<file path="src/design/sacc_pkg.sv">
// ****************************************************************
// Shared constants for the converter control block
// ****************************************************************
package sacc_pkg;

	// Clock rate and documented times
	localparam int CLK_PERIOD_NS = 8;
	localparam int INT_ACQ_NS    = 1000;
	localparam int INT_CONV_NS   = 3600;
	localparam int CONV_CYCLES   = 13;
	localparam int RES_BITS      = 10;

	// Derived cycle counts: least time rounds up, clock period rounds down
	localparam int INT_ACQ_CYC  = (INT_ACQ_NS + CLK_PERIOD_NS - 1) / CLK_PERIOD_NS;
	localparam int INT_TICK_CYC = INT_CONV_NS / (CONV_CYCLES * CLK_PERIOD_NS);

	localparam logic [6:0] ACQ_CNT_LAST  = 7'(INT_ACQ_CYC - 1);
	localparam logic [5:0] TICK_CNT_LAST = 6'(INT_TICK_CYC - 1);
	localparam logic [3:0] CONV_LAST     = 4'(CONV_CYCLES - 1);
	localparam logic [3:0] SAR_FIRST     = 4'h1;
	localparam logic [3:0] SAR_LAST      = 4'(RES_BITS);
	localparam logic [2:0] ACQ_EDGE_LAST = 3'h3;

	// Control byte field positions
	localparam int CTL_PWR_HI = 7;
	localparam int CTL_PWR_LO = 6;
	localparam int CTL_ACQ    = 5;
	localparam int CTL_SGL    = 4;
	localparam int CTL_UNI    = 3;
	localparam int CTL_CH_MSB = 2;

	// Reset values
	localparam logic [7:0] CTL_RST      = 8'hc0;
	localparam logic       CLK_MODE_RST = 1'h1;
	localparam logic       INT_N_RST    = 1'h1;

	// Sequencer states
	typedef enum logic [1:0] {
		SACC_IDLE    = 2'b00,
		SACC_ACQ_INT = 2'b01,
		SACC_ACQ_EXT = 2'b10,
		SACC_CONV    = 2'b11
	} sacc_state_t;

	// Output byte: low byte, or top two bits with zero or sign fill
	function automatic logic [7:0] fmt_byte(input logic [9:0] res, input logic hi,
		input logic uni);
		logic [5:0] fill;
		fill = uni ? 6'h00 : {6{res[9]}};
		return hi ? {fill, res[9:8]} : res[7:0];
	endfunction

endpackage

</file>
<file path="src/design/sacc_conv_if.sv">
`timescale 1ns/1ps
// ****************************************************************
// Link between sequencer and approximation register
// ****************************************************************
interface sacc_conv_if;
	logic       tick;
	logic       start;
	logic       abort;
	logic       comp_hi;
	logic       busy;
	logic       done;
	logic [9:0] code;
	logic [9:0] result;

	modport ctrl (output tick, output start, output abort, output comp_hi,
		input busy, input done, input code, input result);
	modport sar (input tick, input start, input abort, input comp_hi,
		output busy, output done, output code, output result);
endinterface

</file>
<file path="src/design/sacc_clkgen.sv">
`timescale 1ns/1ps
// ****************************************************************
// Conversion clock: pin falling edges or internal divider
// ****************************************************************
module sacc_clkgen (
	input  wire logic clock,
	input  wire logic sys_rst,
	input  wire logic conv_clk_pin,
	input  wire logic cs_n_s,
	input  wire logic ext_mode,
	input  wire logic div_clr,
	output logic      tick
);
	logic       pin_m_q;
	logic       pin_s_q;
	logic       pin_p_q;
	logic [5:0] div_q;
	logic       ext_fall;
	logic       int_tick;

	// Pin passes two flops before edge detection; divider restarts with
	// each run so the first internal period is a full one, not a fragment
	always_ff @(posedge clock) begin
		if (sys_rst) begin
			pin_m_q <= 1'h0;
			pin_s_q <= 1'h0;
			pin_p_q <= 1'h0;
			div_q   <= 6'h00;
		end else begin
			pin_m_q <= conv_clk_pin;
			pin_s_q <= pin_m_q;
			pin_p_q <= pin_s_q;
			div_q   <= (div_clr || div_q == sacc_pkg::TICK_CNT_LAST) ? 6'h00 : div_q + 6'h01;
		end
	end

	// Deselected part ignores the clock pin
	assign ext_fall = pin_p_q & ~pin_s_q & ~cs_n_s;
	assign int_tick = (div_q == sacc_pkg::TICK_CNT_LAST);
	assign tick     = ext_mode ? ext_fall : int_tick;
endmodule // sacc_clkgen

</file>
<file path="src/design/sacc_sar.sv">
`timescale 1ns/1ps
// ****************************************************************
// Successive approximation register, thirteen ticks per run
// ****************************************************************
module sacc_sar (
	input wire logic clock,
	input wire logic sys_rst,
	sacc_conv_if.sar cv
);
	logic [3:0] cnt_q;
	logic [9:0] code_q;
	logic       busy_q;
	logic       done_q;
	logic [3:0] bit_idx;
	logic       deciding;

	// Tick 0 switches the hold node, ticks 1..10 decide bits, rest settle
	assign bit_idx   = sacc_pkg::SAR_LAST - cnt_q;
	assign deciding  = busy_q & (cnt_q >= sacc_pkg::SAR_FIRST) & (cnt_q <= sacc_pkg::SAR_LAST);
	assign cv.code   = code_q | (deciding ? (10'h001 << bit_idx) : 10'h000);
	assign cv.busy   = busy_q;
	assign cv.done   = done_q;
	assign cv.result = code_q;

	// Abort beats start so a rewrite always drops the run
	always_ff @(posedge clock) begin
		if (sys_rst) begin
			cnt_q  <= 4'h0;
			code_q <= 10'h000;
			busy_q <= 1'h0;
			done_q <= 1'h0;
		end else begin
			done_q <= 1'h0;
			if (cv.abort) begin
				busy_q <= 1'h0;
			end else if (cv.start) begin
				busy_q <= 1'h1;
				cnt_q  <= 4'h0;
				code_q <= 10'h000;
			end else if (busy_q && cv.tick) begin
				if (deciding) begin
					code_q[bit_idx] <= cv.comp_hi;
				end
				if (cnt_q == sacc_pkg::CONV_LAST) begin
					busy_q <= 1'h0;
					done_q <= 1'h1;
				end else begin
					cnt_q <= cnt_q + 4'h1;
				end
			end
		end
	end
endmodule // sacc_sar

</file>
<file path="src/design/sacc_ctrl.sv">
`timescale 1ns/1ps
// Function
// Control byte write starts a conversion
// Tracking begins on write strobe rising edge
// External acquisition holds on next write edge
// Internal acquisition holds on fourth falling edge
// Internal acquisition, internal clock: hold after 1us
// Conversion lasts thirteen conversion clock cycles
// Write during conversion aborts, restarts acquisition
// Acquisition bit clear: timed acquisition then conversion
// External acquisition: set-bit write, then clear-bit write
// Host keeps channel address on both writes
// Second write may change only power bits
// Interrupt goes low when result ready
// Interrupt returns high on read or write
// Power bits decode power and clock mode
// Bit 5 selects acquisition timing mode
// Bit 4 selects single-ended or channel pair
// Bit 3 selects unipolar or bipolar range
// Bits 2..0 address channel or pair
// Single-ended: channel positive, common pin negative
// High byte select picks result byte layout
// External clock mode after reset
// Deselected part ignores strobes, bus floats
// Power-down codes keep last clock mode
// Result held until next conversion completes
module sacc_ctrl (
	input  wire logic       clock,
	input  wire logic       sys_rst,
	input  wire logic       cs_n,
	input  wire logic       wr_n,
	input  wire logic       rd_n,
	input  wire logic       high_byte_sel,
	input  wire logic       conv_clk_pin,
	input  wire logic [7:0] data_in,
	output logic      [7:0] data_out,
	output logic            data_oe,
	output logic            int_n,
	input  wire logic       comp_hi,
	output logic            hold_cap,
	output logic      [2:0] pos_chan,
	output logic      [2:0] neg_chan,
	output logic            neg_is_com,
	output logic            polarity_sel,
	output logic      [9:0] dac_code,
	output logic      [1:0] pwr_mode,
	output logic            ext_clk_mode,
	output logic            conv_busy
);

	// ****************************************************************
	// Declarations
	// ****************************************************************
	sacc_conv_if cv ();

	logic                  cs_m_q;
	logic                  cs_s_q;
	logic                  wr_m_q;
	logic                  wr_s_q;
	logic                  wr_p_q;
	logic                  rd_m_q;
	logic                  rd_s_q;
	logic                  rd_p_q;
	logic                  hbs_m_q;
	logic                  hbs_s_q;
	logic [7:0]            dat_m_q;
	logic [7:0]            dat_s_q;

	logic [7:0]            cfg_q;
	logic                  ext_clk_q;
	sacc_pkg::sacc_state_t state_q;
	sacc_pkg::sacc_state_t state_d;
	logic [2:0]            edge_cnt_q;
	logic [6:0]            acq_cnt_q;
	logic                  track_q;
	logic [9:0]            result_q;
	logic                  int_n_q;
	logic [7:0]            data_out_q;

	logic                  wr_event;
	logic                  rd_event;
	logic                  byte_acq;
	logic                  second_write;
	logic                  acq_ext_done;
	logic                  acq_int_done;
	logic                  acq_done;
	logic                  enter_conv;
	logic                  tick;

	// ****************************************************************
	// Pin synchronisers
	// ****************************************************************

	// Every strobe and the bus pass two flops before use
	always_ff @(posedge clock) begin
		if (sys_rst) begin
			cs_m_q  <= 1'h1;
			cs_s_q  <= 1'h1;
			wr_m_q  <= 1'h1;
			wr_s_q  <= 1'h1;
			wr_p_q  <= 1'h1;
			rd_m_q  <= 1'h1;
			rd_s_q  <= 1'h1;
			rd_p_q  <= 1'h1;
			hbs_m_q <= 1'h0;
			hbs_s_q <= 1'h0;
			dat_m_q <= 8'h00;
			dat_s_q <= 8'h00;
		end else begin
			cs_m_q  <= cs_n;
			cs_s_q  <= cs_m_q;
			wr_m_q  <= wr_n;
			wr_s_q  <= wr_m_q;
			wr_p_q  <= wr_s_q;
			rd_m_q  <= rd_n;
			rd_s_q  <= rd_m_q;
			rd_p_q  <= rd_s_q;
			hbs_m_q <= high_byte_sel;
			hbs_s_q <= hbs_m_q;
			dat_m_q <= data_in;
			dat_s_q <= dat_m_q;
		end
	end

	// ****************************************************************
	// Strobe decode
	// ****************************************************************

	// Host must hold the byte stable across the write rising edge,
	// since the bus copy is sampled on the same delayed edge
	assign wr_event     = wr_s_q & ~wr_p_q & ~cs_s_q;
	assign rd_event     = ~rd_s_q & rd_p_q & ~cs_s_q;
	assign byte_acq     = dat_s_q[sacc_pkg::CTL_ACQ];
	assign second_write = wr_event & ~byte_acq & (state_q == sacc_pkg::SACC_ACQ_EXT);

	// ****************************************************************
	// Acquisition timing
	// ****************************************************************

	// Pin clock: fourth falling edge; internal clock: fixed 1us timer
	assign acq_ext_done = tick & (edge_cnt_q == sacc_pkg::ACQ_EDGE_LAST);
	assign acq_int_done = (acq_cnt_q == sacc_pkg::ACQ_CNT_LAST);
	assign acq_done     = (state_q == sacc_pkg::SACC_ACQ_INT) & ~wr_event
		& (ext_clk_q ? acq_ext_done : acq_int_done);
	assign enter_conv   = second_write | acq_done;

	// Counters restart on every write so a rewrite restarts the interval
	always_ff @(posedge clock) begin
		if (sys_rst) begin
			edge_cnt_q <= 3'h0;
			acq_cnt_q  <= 7'h00;
		end else if (wr_event) begin
			edge_cnt_q <= 3'h0;
			acq_cnt_q  <= 7'h00;
		end else if (state_q == sacc_pkg::SACC_ACQ_INT) begin
			edge_cnt_q <= tick ? edge_cnt_q + 3'h1 : edge_cnt_q;
			acq_cnt_q  <= acq_cnt_q + 7'h01;
		end
	end

	// ****************************************************************
	// Sequencer
	// ****************************************************************

	// A write always wins: it aborts any run and opens a new interval; a second write starts the run
	always_comb begin
		state_d = state_q;
		if (wr_event) begin
			if (second_write) begin
				state_d = sacc_pkg::SACC_CONV;
			end else if (byte_acq) begin
				state_d = sacc_pkg::SACC_ACQ_EXT;
			end else begin
				state_d = sacc_pkg::SACC_ACQ_INT;
			end
		end else begin
			unique case (state_q)
				sacc_pkg::SACC_IDLE: begin
					state_d = sacc_pkg::SACC_IDLE;
				end
				sacc_pkg::SACC_ACQ_INT: begin
					if (acq_done) begin
						state_d = sacc_pkg::SACC_CONV;
					end
				end
				sacc_pkg::SACC_ACQ_EXT: begin
					state_d = sacc_pkg::SACC_ACQ_EXT;
				end
				sacc_pkg::SACC_CONV: begin
					if (cv.done) begin
						state_d = sacc_pkg::SACC_IDLE;
					end
				end
			endcase
		end
	end

	// State register
	always_ff @(posedge clock) begin
		if (sys_rst) begin
			state_q <= sacc_pkg::SACC_IDLE;
		end else begin
			state_q <= state_d;
		end
	end

	// Track switch closes on the write, opens when sampling ends
	always_ff @(posedge clock) begin
		if (sys_rst) begin
			track_q <= 1'h0;
		end else if (enter_conv) begin
			track_q <= 1'h0;
		end else if (wr_event) begin
			track_q <= 1'h1;
		end
	end

	// ****************************************************************
	// Configuration
	// ****************************************************************

	// Second write of a pair updates the power bits and clears bit 5; the mux
	// stays where the first write put it so the sample is not upset
	always_ff @(posedge clock) begin
		if (sys_rst) begin
			cfg_q <= sacc_pkg::CTL_RST;
		end else if (second_write) begin
			cfg_q[sacc_pkg::CTL_PWR_HI] <= dat_s_q[sacc_pkg::CTL_PWR_HI];
			cfg_q[sacc_pkg::CTL_PWR_LO] <= dat_s_q[sacc_pkg::CTL_PWR_LO];
			cfg_q[sacc_pkg::CTL_ACQ]    <= 1'h0;
		end else if (wr_event) begin
			cfg_q <= dat_s_q;
		end
	end

	// Clock mode only moves on a normal-operation code
	always_ff @(posedge clock) begin
		if (sys_rst) begin
			ext_clk_q <= sacc_pkg::CLK_MODE_RST;
		end else if (wr_event && dat_s_q[sacc_pkg::CTL_PWR_HI]) begin
			ext_clk_q <= dat_s_q[sacc_pkg::CTL_PWR_LO];
		end
	end

	// ****************************************************************
	// Approximation register and conversion clock
	// ****************************************************************
	sacc_clkgen u_clkgen (
		.clock        (clock),
		.sys_rst      (sys_rst),
		.conv_clk_pin (conv_clk_pin),
		.cs_n_s       (cs_s_q),
		.ext_mode     (ext_clk_q),
		.div_clr      (enter_conv),
		.tick         (tick)
	);

	sacc_sar u_sar (
		.clock   (clock),
		.sys_rst (sys_rst),
		.cv      (cv.sar)
	);

	// Run starts as sampling ends; a write in a run kills it
	assign cv.tick    = tick;
	assign cv.start   = enter_conv;
	assign cv.abort   = wr_event & (state_q == sacc_pkg::SACC_CONV);
	assign cv.comp_hi = comp_hi;

	// ****************************************************************
	// Result and interrupt
	// ****************************************************************

	// Result only changes on completion; completion beats a clearing read
	always_ff @(posedge clock) begin
		if (sys_rst) begin
			result_q <= 10'h000;
			int_n_q  <= sacc_pkg::INT_N_RST;
		end else begin
			if (cv.done) begin
				result_q <= cv.result;
				int_n_q  <= 1'h0;
			end else if (rd_event || wr_event) begin
				int_n_q  <= 1'h1;
			end
		end
	end

	// Output byte rebuilt every cycle, so a byte-select change shows
	// after the select's two sync flops plus this one
	always_ff @(posedge clock) begin
		if (sys_rst) begin
			data_out_q <= 8'h00;
		end else begin
			data_out_q <= sacc_pkg::fmt_byte(result_q, hbs_s_q,
				cfg_q[sacc_pkg::CTL_UNI]);
		end
	end

	// ****************************************************************
	// Outputs
	// ****************************************************************

	// Pair mode: partner channel is the address with bit 0 flipped
	assign neg_is_com   = cfg_q[sacc_pkg::CTL_SGL];
	assign pos_chan     = cfg_q[sacc_pkg::CTL_CH_MSB:0];
	assign neg_chan     = cfg_q[sacc_pkg::CTL_CH_MSB:0] ^ 3'h1;
	assign polarity_sel = cfg_q[sacc_pkg::CTL_UNI];
	assign pwr_mode     = cfg_q[sacc_pkg::CTL_PWR_HI:sacc_pkg::CTL_PWR_LO];
	assign ext_clk_mode = ext_clk_q;
	assign hold_cap     = track_q;
	assign dac_code     = cv.code;
	assign conv_busy    = cv.busy;
	assign int_n        = int_n_q;
	assign data_out     = data_out_q;
	assign data_oe      = ~cs_s_q & ~rd_s_q;
endmodule // sacc_ctrl

</file>
<file path="config.mk">
export PLATFORM = sky130hd
export DESIGN_NAME = sacc_ctrl
export DESIGN_NICKNAME = d
export VERILOG_FILES = /design/src/design/sacc_pkg.sv /design/src/design/sacc_conv_if.sv /design/src/design/sacc_clkgen.sv /design/src/design/sacc_sar.sv /design/src/design/sacc_ctrl.sv
export SDC_FILE = /design/constraint.sdc
export NUM_CORES = 1
export LEC_CHECK = 0
export BUFFER_PORTS_ARGS = -buffer_cell sky130_fd_sc_hd__buf_2
export CAP_MARGIN = 5
export CORE_ASPECT_RATIO = 1.2
export CORE_UTILIZATION = 62
export CTS_CLUSTER_SIZE = 12
export DETAILED_ROUTE_END_ITERATION = 12
export PLACE_DENSITY = 0.85
export SLEW_MARGIN = 20
export SYNTH_ARGS = -nofsm -noshare
export SYNTH_HDL_FRONTEND = slang
export SYNTH_SLANG_ARGS = --single-unit
</file>
<file path="constraint.sdc">
create_clock -name clock -period 3.9 [get_ports clock]
set_input_delay 0.975 -clock clock [delete_from_list [all_inputs] [get_ports clock]]
set_output_delay 0.975 -clock clock [all_outputs]
set_load 0.01 [all_outputs]
</file>
==> results of run 1 <==
## worst paths after layout
| kind | from | depth (start not counted) | slack, ns | endpoint |
|---|---|---|---|---|
| setup reg to reg | cs_s_q | 5 | 1.58 | u_sar.cv.result[6] |
| setup / recovery | u_sar.cnt_q[1] | 6 | 0.61 | dac_code[2] |
| hold reg to reg | rd_m_q | 1 | 0.42 | rd_s_q |
| hold / removal | rd_m_q | 1 | 0.42 | rd_s_q |
## through the flow
stage	setup slack [ns]	cell area (um^2)	cells
6_report	0.6121	4284	512
3_5_place_dp	1.013	4110	497
3_3_place_gp	1.091	4110	497
4_1_cts	0.6120	4284	512
5_1_grt	0.4846	4284	512
2_1_floorplan	1.166	3874	387
## worst max-delay path, stage by stage (launching register included)
cell and delay (ns):
dfxtp_1 0.41, inv_1 0.16, ha_1 0.21, or4b_1 0.47
and3_1 0.29, a31o_2 0.28, buf_2 0.13
## sequential cells by signal (all words and copies together) (netlist names), 2 cells and up
name,cells
acq_cnt_q,7
cfg_q,7
dat_m_q,8
dat_s_q,8
data_out,8
edge_cnt_q,3
result_q,10
state_q,2
u_clkgen.div_q,6
u_sar.cnt_q,4
u_sar.cv.result,10
## metal layers
metal	global-route usage, %	wire (um)	up-vias
met1	26.18	3001	1287
met5	0	0	-
met3	5.581	241	10
met4	8.392	82	0
li1	-	-	1407
met2	40.25	3571	56
## power groups by stage
stage	clock, uW	combinational, uW	sequential [uW]
after CTS	581	117	971
after global routing	618	130	975
after floorplan	0	98.9	987
after detailed placement	0	115	993
after global placement	0	110	991
final	565	116	971
## cell families after synthesis
family	after synthesis	synth area share, %
AND/OR/NAND/NOR	143	20.19
flip-flops	91	47.03
AO/OA/AOI/OAI	60	12.11
buffers and inverters	32	4.005
multiplexers	31	8.043
adder cells (fa/ha/maj)	19	6.137
XOR/XNOR	11	2.487
## final cells by class
cell class / count / area, um^2
Inverter: 11 / 41.29
Timing Repair Buffer: 49 / 247.7
Fill cell: 478 / 1767
Multi-Input combinational cell: 264 / 1897
Clock buffer: 9 / 123.9
Clock inverter: 6 / 50.05
Tap cell: 82 / 102.6
Sequential cell: 91 / 1822
## synth_stat cells, types with 5 or more instances
| cell type | instances | area share [%] |
|---|---|---|
| a21oi_1 | 14 | 1.8 |
| a31o_2 | 6 | 1.4 |
| clkbuf_1 | 13 | 1.3 |
| dfxtp_1 | 91 | 47 |
| ha_1 | 19 | 6.1 |
| inv_1 | 11 | 1.1 |
| mux2i_1 | 30 | 7.8 |
| nand2_1 | 28 | 2.7 |
| nand2b_1 | 12 | 1.9 |
| nand3_1 | 5 | 0.65 |
| nor2_1 | 37 | 3.6 |
| nor2b_1 | 23 | 3.7 |
| o211ai_1 | 6 | 1.2 |
| o21ai_0 | 5 | 0.65 |
| o21bai_1 | 5 | 0.97 |
| or2_2 | 8 | 1.3 |
| xor2_1 | 7 | 1.6 |
==> out/qor.txt, run 1 <==
Status = finished clean
DIE WIDTH = 74.16 um
Clk Latency, worst-skew pair = 0.35 ns
Max Cap Viol = 0
Vias per Instance = 5.391
Die area = 6569 um^2
Post-synth EDFFs = 0
# nets final = 461
Mapped Cells = 387
Post-CTS Setup Inserts = 0
WS Path Type = reg2out
Tot Pwr = 1652 uW
Tmin final = 3.288 ns
Vias in the first global route = 2,520
Initial antenna violation count = 0
Count of pins over their slew limit = 0
Root Buffer = clkbuf_8
HP Class = reg2reg
Gr ovfl total = 0
Worst Path Max Fanout = 8
FP Rows = 31
Most frequent cells in the layout = 91 x dfxtp_1, 48 x buf_2, 37 x nor2_1
Fmax = 0.3041 GHz
P_leak = 0.001789 uW
PD cells = 385.6 nW/um^2
Syn_nets = 422
Per-cell routed wire length = 13.47 um
Synth Area per Inst = 10.01 um^2
Power share of the combinational group = 7.0%
Post-route ant nets = 0
Arrival time worst endpoint = 2.31 ns
Synth cell types = 56
Setup_tns = 0 ns
Setup repair after global routing missed its margin = no
CTS tree = done
Worst-path clk slew = 0.09 ns
Clock power frac = 34.2%
Slew @ Worst Pin = 0.6619 ns
Core Area = 6051 um^2
Synth Register Bits = 91
Switching part of the total = 24.94%
Relative slew slack = 55.81%
Die Y-Extent = 88.59 um
Worst EP required = 2.92 ns
Final Util = 70.80%
P_sw = 412.0 uW
# setup viols final = 0
HPWL Detailed = 4.957 mm
Final worst path period share = 84.30%
Synth-to-layout area growth = 10.59%
Max IR drop VDD = 335.7 uV
Clock buffer count from CTS = 9
Largest net degree at the start of global routing = 54
Internal power = 1240 uW
DRC viols = 0
Sink Count = 91
Initial DRC count = 91
Final Hold Fails = 0
Max clock buf depth = 2
# H-tree levels = 3
Seq/Total Area, Yosys = 47.03%
All-Layer GR Usage = 22.69%
Share of layout cells above drive strength 1 = 20.93%
N_diodes = 0
Max Clock Skew = 0.01087 ns
Setup crit end kind = output port
Async SR Flop Fraction = 0%
Port Buffer Count = 48
Syn Std Cell Area = 3874 um^2
RePlAce Congestion = 0.8269
Synth Flop Type = dfxtp_1
PostCTS Resize Cnt = 0
Synth warn = 0
Most common cell after layout, fill and taps aside = dfxtp_1
First-pass detailed-route iteration total = 4
WL final = 6.897 mm
Flop pwr share = 58.8%
Hold-fix buffers, CTS = 0
Top Ports = 49
Via count = 2,760
WHS = 0.4218 ns
Initial core utilization = 64.02%
First-pass GRT wire length = 11.25 mm
Startpoint types = flip-flop
(Power assumes the default switching activity.)
==> inputs of run 2 (changes only) <==
--- a/config.mk
+++ b/config.mk
@@ -8,10 +8,10 @@
 export BUFFER_PORTS_ARGS = -buffer_cell sky130_fd_sc_hd__buf_2
 export CAP_MARGIN = 5
 export CORE_ASPECT_RATIO = 1.2
-export CORE_UTILIZATION = 62
+export CORE_UTILIZATION = 57
 export CTS_CLUSTER_SIZE = 12
 export DETAILED_ROUTE_END_ITERATION = 12
-export PLACE_DENSITY = 0.85
+export PLACE_DENSITY = 0.79
 export SLEW_MARGIN = 20
 export SYNTH_ARGS = -nofsm -noshare
 export SYNTH_HDL_FRONTEND = slang
==> constraint.sdc (replaced) <==
create_clock -name clock -period 3.4 [get_ports clock]
set_input_delay 0.85 -clock clock [delete_from_list [all_inputs] [get_ports clock]]
set_output_delay 0.85 -clock clock [all_outputs]
set_load 0.01 [all_outputs]
==> out/qor.txt, run 2 (synthesized netlist as in run 1, its figures left out) <==
Tot Pwr = 1893 uW (+15%)
Most frequent cells in the layout = 91 x dfxtp_1, 48 x buf_2, 37 x nor2_1
WHS Path Cells = 1 (unchanged)
First-pass GRT wire length = 11.11 mm (-1.3%)
Initial DRC count = 110 (+21%)
Count of pins over their slew limit = 0 (unchanged)
Initial core utilization = 59.72% (-4.3 points)
Synth-to-layout area growth = 10.89%
CTS tree = done
DIE WIDTH = 77.26 um (+4.2%)
Startpoint types = flip-flop
Root Buffer = clkbuf_8
Hold-fix buffers, CTS = 0 (unchanged)
Gr ovfl total = 0 (unchanged)
Post-route ant nets = 0 (unchanged)
All-Layer GR Usage = 19.76% (-2.9 points)
P_leak = 0.001794 uW (+0.28%)
DRC viols = 0 (unchanged)
Relative slew slack = 55.96% (+0.15 points)
PD cells = 440.7 nW/um^2 (+14%)
Filler cell count = 517 (+8.2%)
Setup repair after global routing missed its margin = no
Arrival time worst endpoint = 2.32 ns (about the same)
Initial antenna violation count = 0 (unchanged)
# nets final = 462 (+0.22%)
HPWL Detailed = 4.848 mm (-2.2%)
Seq. cell area = 1822 um^2 (unchanged)
RePlAce Congestion = 0.7938 (-4.0%)
Max clock buf depth = 2 (unchanged)
Status = finished clean
First-pass detailed-route iteration total = 4 (unchanged)
Vias in the first global route = 2,436 (-3.3%)
Clk Latency, worst-skew pair = 0.35 ns (about the same)
Tmin final = 3.173 ns
Core Area = 6486 um^2 (+7.2%)
Worst-path clk slew = 0.09 ns (about the same)
N_diodes = 0 (unchanged)
Multi-input gate area = 1897 um^2 (unchanged)
Worst Path Max Fanout = 8 (unchanged)
Sink Count = 91 (unchanged)
WHS = 0.4163 ns (-0.005447 ns)
Per-cell routed wire length = 13.16 um (-2.3%)
Die area = 7131 um^2 (+8.6%)
Most common cell after layout, fill and taps aside = dfxtp_1
Slew @ Worst Pin = 0.6597 ns (-0.002231 ns)
R2R Setup Slk = 1.10 ns (-0.48 ns)
Vias per Instance = 5.275 (-2.1%)
Die Y-Extent = 92.31 um (+4.2%)
Setup crit end kind = output port
WL final = 6.793 mm (-1.5%)
# setup viols final = 0 (unchanged)
HP Class = reg2reg
FP Rows = 32 (+3.2%)
Final worst path period share = 93.32%
Worst EP required = 2.55 ns (-0.37 ns)
Largest net degree at the start of global routing = 40 (-26%)
PostCTS Resize Cnt = 0 (unchanged)
Share of layout cells above drive strength 1 = 21.11% (+0.18 points)
Post-CTS Setup Inserts = 0 (unchanged)
Fmax = 0.3152 GHz
Worst r2r path cells = 5 (unchanged)
Max Cap Viol = 0 (unchanged)
Top Ports = 49 (unchanged)
Max Clock Skew = 0.01319 ns (+0.002321 ns)
Final Hold Fails = 0 (unchanged)
Setup_tns = 0 ns (unchanged)
# H-tree levels = 3 (unchanged)
Max IR drop VDD = 302.0 uV (-10%)
Via count = 2,722 (-1.4%)
Port Buffer Count = 48 (unchanged)
Clock buffer count from CTS = 9 (unchanged)
WS Path Type = reg2out
run 2: cell types whose count changed in the layout (fill, tap and decap cells not counted), sizes merged:
cell and change:
buf +1, clkinv +1, inv -1
run 2: final timing paths:
path,start,end
worst min register to register,cs_m_q,cs_s_q
worst max-delay path,u_sar.cnt_q[1],dac_code[3]
worst min-delay path,cs_m_q,cs_s_q
worst max register to register,cs_s_q,u_sar.cv.result[0]
run 2: critical path, cell delays in order (launching register included):
cell	delay [ns]
dfxtp_1	0.42
inv_1	0.17
ha_1	0.22
or4b_1	0.48
and3_1	0.29
a31o_2	0.27
buf_2	0.13
run 2: metrics by stage:
stage          instances  setup slack, ns  utilization, %  area [um^2]
2_1_floorplan        387           0.7910               -         3874
6_report             516           0.2272           66.22         4295
5_1_grt              516           0.1043           66.22         4295
3_5_place_dp         501           0.6069           63.54         4121
3_3_place_gp         501           0.7126           63.54         4121
4_1_cts              516           0.2170           66.22         4295
run 2: final cells by class:
class / count / area share (%)
multi-input combinational: 264 / 44.16
sequential: 91 / 42.41
timing repair buffer: 50 / 5.942
clock buffer: 9 / 2.884
tap: 85 / 2.476
clock inverter: 6 / 1.165
inverter: 11 / 0.9613
run 2: routing by layer:
| metal | track usage, % | part of all wire (%) | vias up |
|---|---|---|---|
| met4 | 9.748 | 2.0 | 0 |
| met1 | 23.53 | 47 | 1272 |
| li1 | - | - | 1399 |
| met2 | 34.51 | 48 | 39 |
| met3 | 2.956 | 2.6 | 12 |
| met5 | 0 | 0 | - |
run 2: report_power, final:
group / leakage [uW] / internal (uW) / switching [uW]
registers: 0.000740 / 1090 / 20.3
logic: 0.000972 / 58.8 / 72.3
clock network: 0.0000823 / 269 / 379
total: 0.00179 / 1420 / 472
==> inputs of run 3 (changes only) <==
==> constraint.sdc (replaced) <==
create_clock -name clock -period 3.5 [get_ports clock]
set_input_delay 0.875 -clock clock [delete_from_list [all_inputs] [get_ports clock]]
set_output_delay 0.875 -clock clock [all_outputs]
set_load 0.01 [all_outputs]
==> out/qor.txt, run 3 (synthesized netlist as in run 1, its figures left out) <==
Status = finished clean
CTS tree = done
Setup_tns = 0 ns (unchanged)
DRC viols = 0 (unchanged)
Final Hold Fails = 0 (unchanged)
PD cells = 426.5 nW/um^2 (-3.2%)
Slew @ Worst Pin = 0.6833 ns (+0.02361 ns)
# nets final = 462 (unchanged)
Max Clock Skew = 0.01284 ns (-0.0003518 ns)
First-pass GRT wire length = 11.34 mm (+2.1%)
HP Class = reg2reg
Seq. cell area = 1822 um^2 (unchanged)
# setup viols final = 0 (unchanged)
Max clock buf depth = 2 (unchanged)
Relative slew slack = 54.38% (-1.6 points)
FP Rows = 32 (unchanged)
Top Ports = 49 (unchanged)
CP delay by family, top = simple AND/OR/NAND/NOR gates
P_leak = 0.001794 uW (unchanged)
Gr ovfl total = 0 (unchanged)
Clock buffer count from CTS = 9 (unchanged)
Pre-CTS WS = 0.6940 ns (+0.08703 ns)
Setup repair after global routing missed its margin = no
N_diodes = 0 (unchanged)
Count of pins over their slew limit = 0 (unchanged)
Vias in the first global route = 2,503 (+2.8%)
Root Buffer = clkbuf_8
Initial antenna violation count = 0 (unchanged)
Initial core utilization = 59.72% (unchanged)
Post-route ant nets = 0 (unchanged)
Worst-path clk slew = 0.09 ns (about the same)
Sink Count = 91 (unchanged)
WS Path Type = reg2out
All-Layer GR Usage = 20.14% (+0.37 points)
Setup crit end kind = output port
Vias per Instance = 5.359 (+1.6%)
Multi-input gate area = 1897 um^2 (unchanged)
Worst path cell trace = inv_1, ha_1, or4b_1, and3_1, a31o_2, buf_2
Die area = 7131 um^2 (unchanged)
Most common cell after layout, fill and taps aside = dfxtp_1
Initial DRC count = 128 (+16%)
Die Y-Extent = 92.31 um (unchanged)
Worst EP required = 2.62 ns (+0.07 ns)
Finished Layout Cells = 516 (unchanged)
Max Cap Viol = 0 (unchanged)
WL final = 6.754 mm (-0.57%)
# H-tree levels = 3 (unchanged)
Crit-path slowest cell = or4b_1
Arrival time worst endpoint = 2.33 ns (about the same)
Port Buffer Count = 48 (unchanged)
Share of layout cells above drive strength 1 = 21.11% (unchanged)
Core Area = 6486 um^2 (unchanged)
HPWL Detailed = 4.848 mm (about the same)
Filler cell count = 538 (+4.1%)
Final setup margin = 0.2946 ns (+0.06739 ns)
Largest net degree at the start of global routing = 40 (unchanged)
Startpoint types = flip-flop
Fmax = 0.3120 GHz
Post-CTS Setup Inserts = 0 (unchanged)
Worst path max stage delay = 0.49 ns (about the same)
Final worst path period share = 91.58%
Worst Path Max Fanout = 8 (unchanged)
Max IR drop VDD = 248.6 uV (-18%)
Per-cell routed wire length = 13.09 um (-0.57%)
Most frequent cells in the layout = 91 x dfxtp_1, 48 x buf_2, 37 x nor2_1
DIE WIDTH = 77.26 um (unchanged)
WHS = 0.4163 ns (+0.000001000 ns)
Via count = 2,765 (+1.6%)
Synth-to-layout area growth = 10.89% (unchanged)
First-pass detailed-route iteration total = 4 (unchanged)
Hold-fix buffers, CTS = 0 (unchanged)
Clk Latency, worst-skew pair = 0.35 ns (about the same)
WP buf/inv = 2 (unchanged)
Tmin final = 3.205 ns
PostCTS Resize Cnt = 0 (unchanged)
Dpl cells = 501 (unchanged)
RePlAce Congestion = 0.7938 (unchanged)
## run 3: metal layers
| layer | routed length, um | global-route usage (%) | vias to the layer above |
|---|---|---|---|
| met4 | 99 | 9.748 | 0 |
| met5 | 0 | 0 | - |
| met1 | 3077 | 24.37 | 1296 |
| met3 | 203 | 3.350 | 8 |
| li1 | - | - | 1411 |
| met2 | 3372 | 34.51 | 50 |
## run 3: path summary, 6_finish.rpt
check	startpoint	endpoint	slack [ns]	cells after the start
setup / recovery	u_sar.cnt_q[1]	dac_code[7]	0.29	6
hold / removal	cs_m_q	cs_s_q	0.42	1
setup reg to reg	cs_s_q	u_sar.cv.result[0]	1.19	5
hold reg to reg	cs_m_q	cs_s_q	0.42	1
## run 3: report_power, final
| group | internal, uW | total, uW | switching [uW] | leakage, uW |
|---|---|---|---|---|
| Sequential | 1060 | 1080 | 19.6 | 0.000740 |
| Combinational | 57.0 | 126 | 68.6 | 0.000972 |
| Clock | 261 | 625 | 363 | 0.0000823 |
| Total | 1380 | 1830 | 452 | 0.00179 |
## run 3: per-stage QoR
stage	cell area, um^2	utilization, %	power (uW)
finish	4295	66.22	1832
global route	4295	66.22	1913
CTS	4295	66.22	1849
detailed placement	4121	63.54	1232
global placement	4121	63.54	1227
floorplan	3874	-	1210
## run 3: worst register-to-register path, cell delays in order (launching register included)
cell      delay (ns)
dfxtp_1         0.37
or3b_1          0.56
and2_4          0.28
a211oi_4        0.58
nand2_2         0.26
mux2i_1         0.20
## run 3: area by class of cell
cell class / count / share of cell area [%]
clock buffers: 9 / 2.884
clock inverters: 6 / 1.165
inverters: 11 / 0.9613
multi-input cells: 264 / 44.16
flip-flops and latches: 91 / 42.41
well taps: 85 / 2.476
repair buffers: 50 / 5.942
